### config.mk
export PLATFORM = sky130hd
export DESIGN_NAME = mdu_muldiv_unit
export DESIGN_NICKNAME = d
export VERILOG_FILES = /design/src/mdu_pkg.sv /design/src/mdu_muldiv_unit.sv
export SDC_FILE = /design/constraint.sdc
export NUM_CORES = 2
export LEC_CHECK = 0
export BUFFER_PORTS_ARGS = -buffer_cell sky130_fd_sc_hd__buf_2
export CAP_MARGIN = 10
export CORE_MARGIN = 2
export CORE_UTILIZATION = 59
export CTS_CLUSTER_SIZE = 12
export DETAILED_ROUTE_END_ITERATION = 10
export PLACE_DENSITY = 0.9
export SLEW_MARGIN = 10
export SYNTH_ARGS = -nofsm -noshare
export SYNTH_HDL_FRONTEND = slang
export SYNTH_SLANG_ARGS = --single-unit
### constraint.sdc
create_clock -name core_clk -period 14.9 [get_ports core_clk]
set_input_delay 2.235 -clock core_clk [delete_from_list [all_inputs] [get_ports core_clk]]
set_output_delay 2.235 -clock core_clk [all_outputs]
set_load 0.005 [all_outputs]
### src/mdu_pkg.sv
package mdu_pkg;
    // Operation codes issued by the integer pipeline
    typedef enum logic [3:0] {
        MDU_OP_NONE      = 4'h0,
        MDU_OP_MUL_S     = 4'h1, // product_signed
        MDU_OP_MUL_U     = 4'h2, // product_unsigned
        MDU_OP_MAC_S     = 4'h3, // product_accumulate_signed
        MDU_OP_MAC_U     = 4'h4, // product_accumulate_unsigned
        MDU_OP_MSB_S     = 4'h5, // product_deduct_signed
        MDU_OP_MSB_U     = 4'h6, // product_deduct_unsigned
        MDU_OP_MUL_GPR   = 4'h7, // product to general register
        MDU_OP_DIV_S     = 4'h8, // quotient_signed
        MDU_OP_DIV_U     = 4'h9  // quotient_unsigned
    } mdu_op_t;

    // Issue request bundle
    typedef struct packed {
        mdu_op_t     op;
        logic [31:0] first_operand;
        logic [31:0] second_operand;
    } mdu_req_t;

    // Datapath widths and divider timing
    localparam int          MDU_W          = 32;
    localparam int          MDU_SLICE_W    = 16;
    localparam logic [5:0]  MDU_DIV_ITERS  = 6'h20; // Full 32 iterations
    localparam logic [5:0]  MDU_SKIP_8     = 6'h17; // 23 skipped
    localparam logic [5:0]  MDU_SKIP_16    = 6'h0F; // 15 skipped
    localparam logic [5:0]  MDU_SKIP_24    = 6'h07; // 7 skipped
    localparam logic [1:0]  MDU_PAD_8      = 2'h2;  // Settling cycles, 8-bit dividend
    localparam logic [1:0]  MDU_PAD_16     = 2'h1;  // Settling cycles, 16-bit dividend
    localparam logic [1:0]  MDU_PAD_NONE   = 2'h0;  // No settling for wider dividends
    localparam logic [63:0] MDU_ACC_RESET  = 64'h0000_0000_0000_0000;
endpackage : mdu_pkg

### src/mdu_muldiv_unit.sv
`timescale 1ns/10ps
module mdu_muldiv_unit
    import mdu_pkg::*;
(
    input  wire logic        core_clk,
    input  wire logic        arst_n,
    input  wire logic        issue_valid,     // Operation offered this cycle
    input  wire mdu_req_t    issue_req,       // Operation and operands
    output logic             issue_stall,     // Integer pipeline must hold issue
    output logic [31:0]      result_high,     // High result register
    output logic [31:0]      result_low,      // Low result register
    output logic             hilo_valid,      // Result registers updated (pulse)
    output logic [31:0]      gpr_result,      // Product for general register
    output logic             gpr_valid,       // General-register product ready (pulse)
    output logic             div_busy         // Divide in progress
);

    // Controller states
    typedef enum logic [2:0] {
        MDU_ST_IDLE = 3'b001,
        MDU_ST_MUL2 = 3'b010,
        MDU_ST_DIV  = 3'b100
    } mdu_state_t;

    // Second operand fits a sign- or zero-extended 16-bit slice
    function automatic logic mdu_is_short(input logic [31:0] v, input logic sgn);
        mdu_is_short = sgn ? (v[31:15] == {17{v[15]}}) : (v[31:16] == 16'h0000);
    endfunction : mdu_is_short

    // Signed ops decoded in several places
    function automatic logic mdu_is_signed(input mdu_op_t op);
        mdu_is_signed = (op == MDU_OP_MUL_S) || (op == MDU_OP_MAC_S) || (op == MDU_OP_MSB_S) ||
                        (op == MDU_OP_MUL_GPR) || (op == MDU_OP_DIV_S);
    endfunction : mdu_is_signed

    mdu_state_t  state_reg;        // Controller state
    logic [63:0] acc_reg;          // {result_high, result_low}
    logic [63:0] part_reg;         // First-pass partial product
    mdu_req_t    hold_reg;         // Operation held for second pass
    logic [5:0]  iter_reg;         // Remaining divide iterations
    logic [31:0] quo_reg;          // Shifting dividend / quotient
    logic [32:0] rem_reg;          // Partial remainder
    logic [31:0] dvs_reg;          // Divisor magnitude
    logic        neg_q_reg;        // Quotient sign fix-up
    logic        neg_r_reg;        // Remainder sign fix-up
    logic [1:0]  wait_reg;         // Settling cycles left before iterating
    logic        gpr_pend_reg;     // Extra write-back stage for GPR product
    logic [31:0] gpr_stage_reg;    // Staged GPR product

    logic        is_div;           // Incoming divide
    logic        is_mul;           // Incoming product of any kind
    logic        sgn;              // Incoming signedness
    logic        short_op;         // Incoming short second operand
    logic        accept;           // Operation taken this cycle
    logic [63:0] pass_prod;        // One array pass result
    logic [63:0] full_prod;        // Completed product
    logic        prod_done;        // Product finishes this cycle
    mdu_req_t    prod_req;         // Request owning finishing product
    logic [31:0] dvd_abs;          // Dividend magnitude
    logic [5:0]  skip;             // Early-in skip count
    logic [1:0]  pad;              // Settling cycles for this dividend width
    logic [32:0] rem_try;          // Trial subtraction
    logic [31:0] quo_step;         // Quotient after this step
    logic [32:0] rem_step;         // Remainder after this step
    logic        div_last;         // Last quotient bit resolves this cycle

    assign is_div   = (issue_req.op == MDU_OP_DIV_S) || (issue_req.op == MDU_OP_DIV_U);
    assign is_mul   = (issue_req.op != MDU_OP_NONE) && !is_div;
    assign sgn      = mdu_is_signed(issue_req.op);
    // Only the second operand decides the pass count, sized by hardware
    assign short_op = mdu_is_short(issue_req.second_operand, sgn);

    // Stall while second pass or divide runs; the unit itself keeps going
    assign issue_stall = issue_valid && (issue_req.op != MDU_OP_NONE) &&
                         (state_reg != MDU_ST_IDLE);
    assign accept   = issue_valid && (issue_req.op != MDU_OP_NONE) && (state_reg == MDU_ST_IDLE);
    assign div_busy = (state_reg == MDU_ST_DIV);

    // One pass: 32-bit first operand times a 16-bit slice of the second
    always_comb begin
        logic signed [32:0] a;
        logic signed [16:0] b;
        logic signed [49:0] p;
        mdu_req_t           r;
        a = '0;
        b = '0;
        p = '0;
        r = (state_reg == MDU_ST_MUL2) ? hold_reg : issue_req;
        a = {mdu_is_signed(r.op) & r.first_operand[31], r.first_operand};
        if (state_reg == MDU_ST_MUL2) begin
            // Upper slice carries the sign
            b = {mdu_is_signed(r.op) & r.second_operand[31], r.second_operand[31:16]};
        end else if (short_op) begin
            b = {mdu_is_signed(r.op) & r.second_operand[15], r.second_operand[15:0]};
        end else begin
            // Lower slice is always unsigned in a two-pass product
            b = {1'b0, r.second_operand[15:0]};
        end
        p = a * b;
        pass_prod = {{14{p[49]}}, p};
    end

    // Completion of a product, shifted second pass added to first
    always_comb begin
        prod_req  = (state_reg == MDU_ST_MUL2) ? hold_reg : issue_req;
        prod_done = (state_reg == MDU_ST_MUL2) || (accept && is_mul && short_op);
        full_prod = (state_reg == MDU_ST_MUL2) ? (part_reg + {pass_prod[47:0], 16'h0000}) : pass_prod;
    end

    // Early-in detection on dividend magnitude
    always_comb begin
        dvd_abs = (sgn && issue_req.first_operand[31]) ? (32'h0 - issue_req.first_operand)
                                                       : issue_req.first_operand;
        // Narrow dividends settle longer so each width meets its stated latency
        if (dvd_abs[31:8] == 24'h000000) begin
            skip = MDU_SKIP_8;
            pad  = MDU_PAD_8;
        end else if (dvd_abs[31:16] == 16'h0000) begin
            skip = MDU_SKIP_16;
            pad  = MDU_PAD_16;
        end else if (dvd_abs[31:24] == 8'h00) begin
            skip = MDU_SKIP_24;
            pad  = MDU_PAD_NONE;
        end else begin
            skip = 6'h00;
            pad  = MDU_PAD_NONE;
        end
    end

    assign rem_try = {rem_reg[31:0], quo_reg[31]} - {1'b0, dvs_reg};
    // One restoring step; negative trial keeps the shifted remainder
    assign quo_step = {quo_reg[30:0], !rem_try[32]};
    assign rem_step = rem_try[32] ? {rem_reg[31:0], quo_reg[31]} : rem_try;
    // Final bit and result write share one edge, saving a fix-up cycle
    assign div_last = (state_reg == MDU_ST_DIV) && (wait_reg == 2'h0) && (iter_reg == 6'h01);

    // Controller; divide takes skip-reduced iterations plus settling cycles for narrow dividends
    always_ff @(posedge core_clk or negedge arst_n) begin
        if (!arst_n) begin
            state_reg <= MDU_ST_IDLE;
        end else begin
            case (state_reg)
                MDU_ST_IDLE: begin
                    if (accept && is_div) begin
                        state_reg <= MDU_ST_DIV;
                    end else if (accept && !short_op) begin
                        state_reg <= MDU_ST_MUL2;
                    end
                end
                MDU_ST_MUL2: state_reg <= MDU_ST_IDLE; // Repeat 2 for full width
                MDU_ST_DIV: begin
                    if (div_last) begin
                        state_reg <= MDU_ST_IDLE;
                    end
                end
                default:     state_reg <= MDU_ST_IDLE;
            endcase
        end
    end

    // First-pass capture for two-pass products
    always_ff @(posedge core_clk or negedge arst_n) begin
        if (!arst_n) begin
            part_reg <= MDU_ACC_RESET;
            hold_reg <= '0;
        end else if (accept && is_mul && !short_op) begin
            part_reg <= pass_prod;
            hold_reg <= issue_req;
        end
    end

    // Divider datapath: one quotient bit per clock
    always_ff @(posedge core_clk or negedge arst_n) begin
        if (!arst_n) begin
            iter_reg    <= 6'h00;
            quo_reg     <= 32'h0;
            rem_reg     <= 33'h0;
            dvs_reg     <= 32'h0;
            neg_q_reg   <= 1'b0;
            neg_r_reg   <= 1'b0;
            wait_reg    <= 2'h0;
        end else if (accept && is_div) begin
            // Pre-shift the dividend past skipped leading bits
            iter_reg    <= MDU_DIV_ITERS - skip;
            quo_reg     <= dvd_abs << skip;
            rem_reg     <= 33'h0;
            dvs_reg     <= (sgn && issue_req.second_operand[31]) ?
                           (32'h0 - issue_req.second_operand) : issue_req.second_operand;
            neg_q_reg   <= sgn && (issue_req.first_operand[31] ^ issue_req.second_operand[31]);
            neg_r_reg   <= sgn && issue_req.first_operand[31];
            wait_reg    <= pad;
        end else if (state_reg == MDU_ST_DIV && wait_reg != 2'h0) begin
            // Settling cycle, no quotient bit yet
            wait_reg    <= wait_reg - 2'h1;
        end else if (state_reg == MDU_ST_DIV && iter_reg != 6'h00) begin
            // Restoring step; divide by zero result is unspecified
            rem_reg     <= rem_step;
            quo_reg     <= quo_step;
            iter_reg    <= iter_reg - 6'h01;
        end
    end

    // Result registers: products, accumulate/deduct, divide results
    always_ff @(posedge core_clk or negedge arst_n) begin
        if (!arst_n) begin
            acc_reg    <= MDU_ACC_RESET;
            hilo_valid <= 1'b0;
        end else begin
            hilo_valid <= 1'b0;
            if (prod_done && prod_req.op != MDU_OP_MUL_GPR) begin
                hilo_valid <= 1'b1;
                case (prod_req.op)
                    MDU_OP_MAC_S, MDU_OP_MAC_U: acc_reg <= acc_reg + full_prod;
                    MDU_OP_MSB_S, MDU_OP_MSB_U: acc_reg <= acc_reg - full_prod;
                    default:                    acc_reg <= full_prod;
                endcase
            end else if (div_last) begin
                hilo_valid <= 1'b1;
                acc_reg[31:0]  <= neg_q_reg ? (32'h0 - quo_step) : quo_step;
                acc_reg[63:32] <= neg_r_reg ? (32'h0 - rem_step[31:0]) : rem_step[31:0];
            end
        end
    end

    // General-register product takes one extra write-back stage
    always_ff @(posedge core_clk or negedge arst_n) begin
        if (!arst_n) begin
            gpr_pend_reg  <= 1'b0;
            gpr_stage_reg <= 32'h0;
            gpr_result    <= 32'h0;
            gpr_valid     <= 1'b0;
        end else begin
            gpr_pend_reg  <= prod_done && (prod_req.op == MDU_OP_MUL_GPR);
            gpr_stage_reg <= full_prod[31:0];
            gpr_valid     <= gpr_pend_reg;
            if (gpr_pend_reg) begin
                gpr_result <= gpr_stage_reg;
            end
        end
    end

    assign result_high = acc_reg[63:32];
    assign result_low  = acc_reg[31:0];

endmodule : mdu_muldiv_unit

; ---- Word level (Yosys, flattened, before mapping)
; Index checks and enable logic that the tools add are counted.
; Widths: inputs -> output; s select.
[totals]
mem_bits_rw = 0
romBits = 0
latch_bits = 0
register_bits = 358
mem_count = 0
[op_classes]
reduce_logical = 46
magnitude_cmp = 0
n_mul = 1
n_bitwise = 4
shift = 1
addsub = 11
n_eq_ne = 23
muxes = 35
div_mod_pow = 0
[ops]
columns = cell, n
row1 = $mux 32, 11
row2 = $mux 64, 3
row3 = $add 64x64->64, 2
row4 = $pmux 64 s2, 1
row5 = $sub 1x32->32 const A, 4
row6 = $mux 68, 1
row7 = $sub 64x64->64, 1
row8 = $mul 33x17->50, 1
row9 = $mux 17, 2
row10 = $sub 33x32->33, 1
row11 = $logic_not 16->1, 2
row12 = $shl 32x6->32, 1
row13 = $eq 4x3->1 const B, 6
row14 = $logic_not 24->1, 1
row15 = $logic_and 1x1->1, 18
row16 = $mux 6, 3
row17 = $eq 16x16->1, 1
row18 = $eq 4x4->1 const B, 3
row19 = $mux 3, 4
row20 = $logic_or 1x1->1, 10
row21 = $eq 4x1->1 const B, 2
row22 = $eq 4x2->1 const B, 2
row23 = $logic_not 8->1, 1
row24 = $reduce_bool 2->1, 4
row25 = other kinds (24), 36

; ---- Logic depth before layout (Yosys ltp)
[logic_depth]
word_depth = 16
mapped_depth = 65

; ---- Least setup slack after synthesis
; No wires, ideal clock.
[synth_path]
path_type = input to register
startpoint = input port issue_req[18] (netlist bit)
endpoint = register acc_reg[63]
setup_slack_ns = 0.572
arrival_ns = 14.224
stages = 50
path_buffers = 3
setup_time_ns = 0.104
path_cell_list = clkbuf_1 nor4_1 nand3_1 o41ai_1 nand3_1 nand2_1 nand2_1 inv_1 clkbuf_1 nand2_1 fa_1 fa_1 fa_1 fa_1 fa_1 fa_1 inv_1 ha_1 (+14 left out) nand2_1 a221o_1 or3_1 or2_1 or3_1 o21ai_1 xor2_1 ha_1 and3_1 a221o_1 a21o_1 a221oi_1 o21ai_0 a21oi_1 xnor3_1 nor2_1 xnor2_1 a221oi_1
[synth_between]
elab_chain_len = 10
word_cells_on_any_way = 17
classes_between = add/sub: 3 / mul: 1 / eq/ne: 1 / mux: 7 / reduce/logical: 5
[synth_lines]
columns = item, line_no
row1 = start: declaration, mdu_muldiv_unit.sv:8  ; input wire mdu_req_t issue_req,
row2 = $eq 16x16->1 / $logic_not 16->1 (equally long branches), mdu_muldiv_unit.sv:27  ; mdu_is_short = sgn ? (v[31:15] == {17{v[15]}}) : (v[31:16] == 16'h0000);
row3 = $mux 1, mdu_muldiv_unit.sv:27
row4 = $mux 17, mdu_muldiv_unit.sv:93  ; end else if (short_op) begin
row5 = $mux 17 (*), mdu_muldiv_unit.sv:90  ; if (state_reg == MDU_ST_MUL2) begin
row6 = $mul 33x17->50 (*), mdu_muldiv_unit.sv:99  ; p = a * b;
row7 = net pass_prod[25], mdu_muldiv_unit.sv:55  ; logic [63:0] pass_prod;
row8 = $add 64x64->64, mdu_muldiv_unit.sv:107  ; full_prod = (state_reg == MDU_ST_MUL2) ? (part_reg + {pass_prod[47:0], 16'h0000}) : pass_prod;
row9 = $mux 64 (*), mdu_muldiv_unit.sv:107
row10 = $sub 64x64->64 / $add 64x64->64 (equally long branches), "mdu_muldiv_unit.sv:214, mdu_muldiv_unit.sv:213"
row11 = $pmux 64 s2 (*), mdu_muldiv_unit.sv:212  ; case (prod_req.op)
row12 = $mux 64 (*), mdu_muldiv_unit.sv:210  ; if (prod_done && prod_req.op != MDU_OP_MUL_GPR) begin
row13 = end signal: assignment, mdu_muldiv_unit.sv:213  ; MDU_OP_MAC_S, MDU_OP_MAC_U: acc_reg <= acc_reg + full_prod;
row14 = end signal: assignment, mdu_muldiv_unit.sv:214  ; MDU_OP_MSB_S, MDU_OP_MSB_U: acc_reg <= acc_reg - full_prod;
row15 = end signal: assignment, mdu_muldiv_unit.sv:215  ; default: acc_reg <= full_prod;
row16 = end: declaration, mdu_muldiv_unit.sv:37  ; logic [63:0] acc_reg;
; Mark *: on every way through the listed nets, which the timed path passes. The rest lies on a longest branch.
; A chain may end at the register's enable or synchronous reset.

; ---- Worst setup path in the final report
[layout_path]
startpoint = input port issue_req[66] (netlist bit)
endpoint = register acc_reg[63]
[layout_between]
elab_chain_len = 15
word_cells_on_any_way = 49
classes_between = add/sub: 3 / mul: 1 / eq/ne: 14 / mux: 7 / bitwise: 3 / reduce/logical: 21
[layout_lines]
columns = item, line_no
row1 = $mux 68, mdu_muldiv_unit.sv:88  ; r = (state_reg == MDU_ST_MUL2) ? hold_reg : issue_req;
row2 = $eq 4x1->1 / $eq 4x2->1 (equally long branches), mdu_muldiv_unit.sv:32  ; mdu_is_signed = (op == MDU_OP_MUL_S) || (op == MDU_OP_MAC_S) || (op == MDU_OP_MSB_S) ||
row3 = $logic_or 1x1->1 (3 in a row), mdu_muldiv_unit.sv:32
row4 = $logic_or 1x1->1, mdu_muldiv_unit.sv:33  ; (op == MDU_OP_MUL_GPR) || (op == MDU_OP_DIV_S);
row5 = $and 1x1->1, mdu_muldiv_unit.sv:94  ; b = {mdu_is_signed(r.op) & r.second_operand[15], r.second_operand[15:0]};
row6 = $mux 17, mdu_muldiv_unit.sv:93
row7 = $mux 17 (*), mdu_muldiv_unit.sv:90
row8 = $mul 33x17->50 (*), mdu_muldiv_unit.sv:99
row9 = net pass_prod[25], mdu_muldiv_unit.sv:55
row10 = $add 64x64->64, mdu_muldiv_unit.sv:107
row11 = $mux 64 (*), mdu_muldiv_unit.sv:107
row12 = $sub 64x64->64 / $add 64x64->64 (equally long branches), "mdu_muldiv_unit.sv:214, mdu_muldiv_unit.sv:213"
row13 = $pmux 64 s2 (*), mdu_muldiv_unit.sv:212
row14 = $mux 64 (*), mdu_muldiv_unit.sv:210
; Marked as above.

==> results.json <==
{
  "clkTransAtPathRegs_ps": 60,
  "grt-ovfl-total": 0,
  "yosysTopAreaCell": "fa_1",
  "synth_top_area_share": 0.2238,
  "gp_congestion": 1.027,
  "die_w_um": 289.9,
  "vias_per_cell": 6.301,
  "max_stage_delay_ps": 510,
  "wl_um": 169500,
  "worst-path-buf-inv": 6,
  "wl_per_cell_um": 23.37,
  "slew_headroom": 0.1988,
  "crit_fanout": 10,
  "cts_sinks": 342,
  "portBuffers": 170,
  "htree_levels": 2,
  "clock_latency_ps": 620,
  "finalMaxSlewViolations": 0,
  "crit_path_start": "issue_req[66]",
  "worst_pin_slew_ps": 1201,
  "finClkSkew_ps": 33.24,
  "antenna_found_initial": 7,
  "muxShareOfSynthArea": 0.03090,
  "synth_nets": 6862,
  "dr.pass1.iters": 7,
  "grt_pass1_wl_um": 260900,
  "synth-compound-area-share": 0.1694,
  "synth_area_leaders": "fa_1, dfrtp_1, nand2_1",
  "yosysMostFrequentCell": "nand2_1",
  "core_area_mm2": 0.08068,
  "synth_seq_area_share": 0.1775,
  "cts_buffer_depth": 3,
  "grt_pass1_vias": 44820,
  "synth_xor_area_frac": 0.06276,
  "r2r-start": "state_reg[2]",
  "status": "finished, final reports clean",
  "start_kind": "primary input",
  "period_needed_ps": 14310,
  "synthesis.instances": 5984,
  "multi_input_area_mm2": 0.03618,
  "ys_warn_count": 0,
  "vias": 45700,
  "setup_viol": 0,
  "seqCellArea_mm2": 0.008559,
  "die_area_mm2": 0.08404,
  "areaGrowthSynthToFinish_pct": 9.621,
  "crit_path_end_kind": "register",
  "clockRootBuffer": "clkbuf_16",
  "critPathArrivalTime_ps": 14820,
  "cts_buffers": 43,
  "drive_gt1_frac": 0.1013,
  "fin_util": 0.6553,
  "rows": 104,
  "synth_common_cells": "nand2_1, inv_1, nor2_1",
  "clock.fmax_mhz": 69.89,
  "crit_path_frequent_cell": "fa_1",
  "cts_tree": "built",
  "grt_max_degree": 83,
  "min_period_over_period": 0.9603,
  "netlist_area_mm2": 0.04823,
  "synth_ff_type": "dfrtp_1",
  "largest_reg_flops": 64,
  "crit_slowest_cell": "fa_1",
  "worstSetupPathType": "primary input to register",
  "post-place-ws_ps": 18.08,
  "drt_iter0_markers": 5328,
  "start_util": 0.5978,
  "dpl.hpwl_um": 135300,
  "layout.nets": 7033,
  "synth.avg_cell_area_um2": 8.059,
  "synth_edf_count": 0,
  "timing.critical_path.required_ps": 15420,
  "synth_top_family_by_area": "adder cells",
  "hp-start": "gpr_stage_reg[29]",
  "maxCapViolations": 0,
  "die_h_um": 289.9,
  "yosys.area_share.simple": 0.1899,
  "ys_types": 105,
  "fin_ws_ps": 591.7,
  "synth-seq-cells": 342,
  "num_io_pins": 171,
  "fillers": 6802,
  "hold_violations": 0,
  "synth-adder-area-share": 0.2933,
  "hold_class": "register to register",
  "antenna_left": 0,
  "synthArstFlopShare": 1.000,
  "track_usage": 0.3988,
  "path_delay_family": "simple AND/OR/NAND/NOR gates",
  "drc": 0
}
worst register-to-register path: cells and delay by family (launching register included):
kind	cells	cell delay [ps]
buf+inv	4	520
fa+ha+maj	9	4280
simple gates	11	2980
xor+xnor	4	950
flops	1	440
compound gates	20	4560
kinds of logic after synthesis:
logic type,after synthesis
flops,342
compound gates,1293
fa+ha+maj,807
buf+inv,961
simple gates,2096
mux,141
xor+xnor,344
final timing paths:
kind                             endpoint  slack [ps]  depth (start not counted)
setup / recovery              acc_reg[63]         590                         53
hold / removal             gpr_result[29]         470                          1
setup reg to reg              acc_reg[63]        1140                         48
hold reg to reg            gpr_result[29]         470                          1
max in group asynchronous    part_reg[20]       11020                          3
min in group asynchronous     dvs_reg[29]        1590                          1
per-layer routing:
metal | vias to the layer above | track usage | share of wire
met1 | 22030 | 0.5245 | 0.38
met5 | - | 0 | 0.000077
met3 | 549 | 0.09620 | 0.12
met2 | 2841 | 0.6130 | 0.43
li1 | 20270 | - | -
met4 | 2 | 0.2104 | 0.064
cells in the final DEF, fill, tap and decap left out, drive strengths merged, types with 102 or more instances in the layout:
cell type and n:
xor2 171, dfrtp 341, ha 268, nand2 995, buf 422, inv 666, nor2 585, a21oi 368
a21o 102, fa 539, xnor2 172, o21ai 352
what timing repair did:
action / 4_1_cts / 5_1_grt
hold buffers: 0 / 0
endpoints found under the setup margin: 0 / 5
setup buffers: 0 / 3
gates resized for setup: 0 / 17
per-stage QoR:
stage | hold WS [ps] | cells | TNS [ps] | cell area (um^2)
floorplan | 351.9 | 5984 | 0 | 48230
global placement | 458.1 | 7167 | 0 | 51260
detailed placement | 462.6 | 7167 | 0 | 51260
CTS | 473.2 | 7245 | 0 | 52740
global route | 488.0 | 7250 | -15.89 | 52860
finish | 472.4 | 7252 | 0 | 52860
cell type report:
type,instances,area share
multi-input combinational,4681,0.6844
sequential,342,0.1619
timing repair buffer,422,0.05325
inverter,665,0.04722
tap,1060,0.02509
clock buffer,61,0.02315
clock inverter,17,0.004781
antenna,4,0.0001893
Power is left out: the tool's default activity adds up to more than one toggle a clock period on the data nets, which glitch-free logic cannot reach.
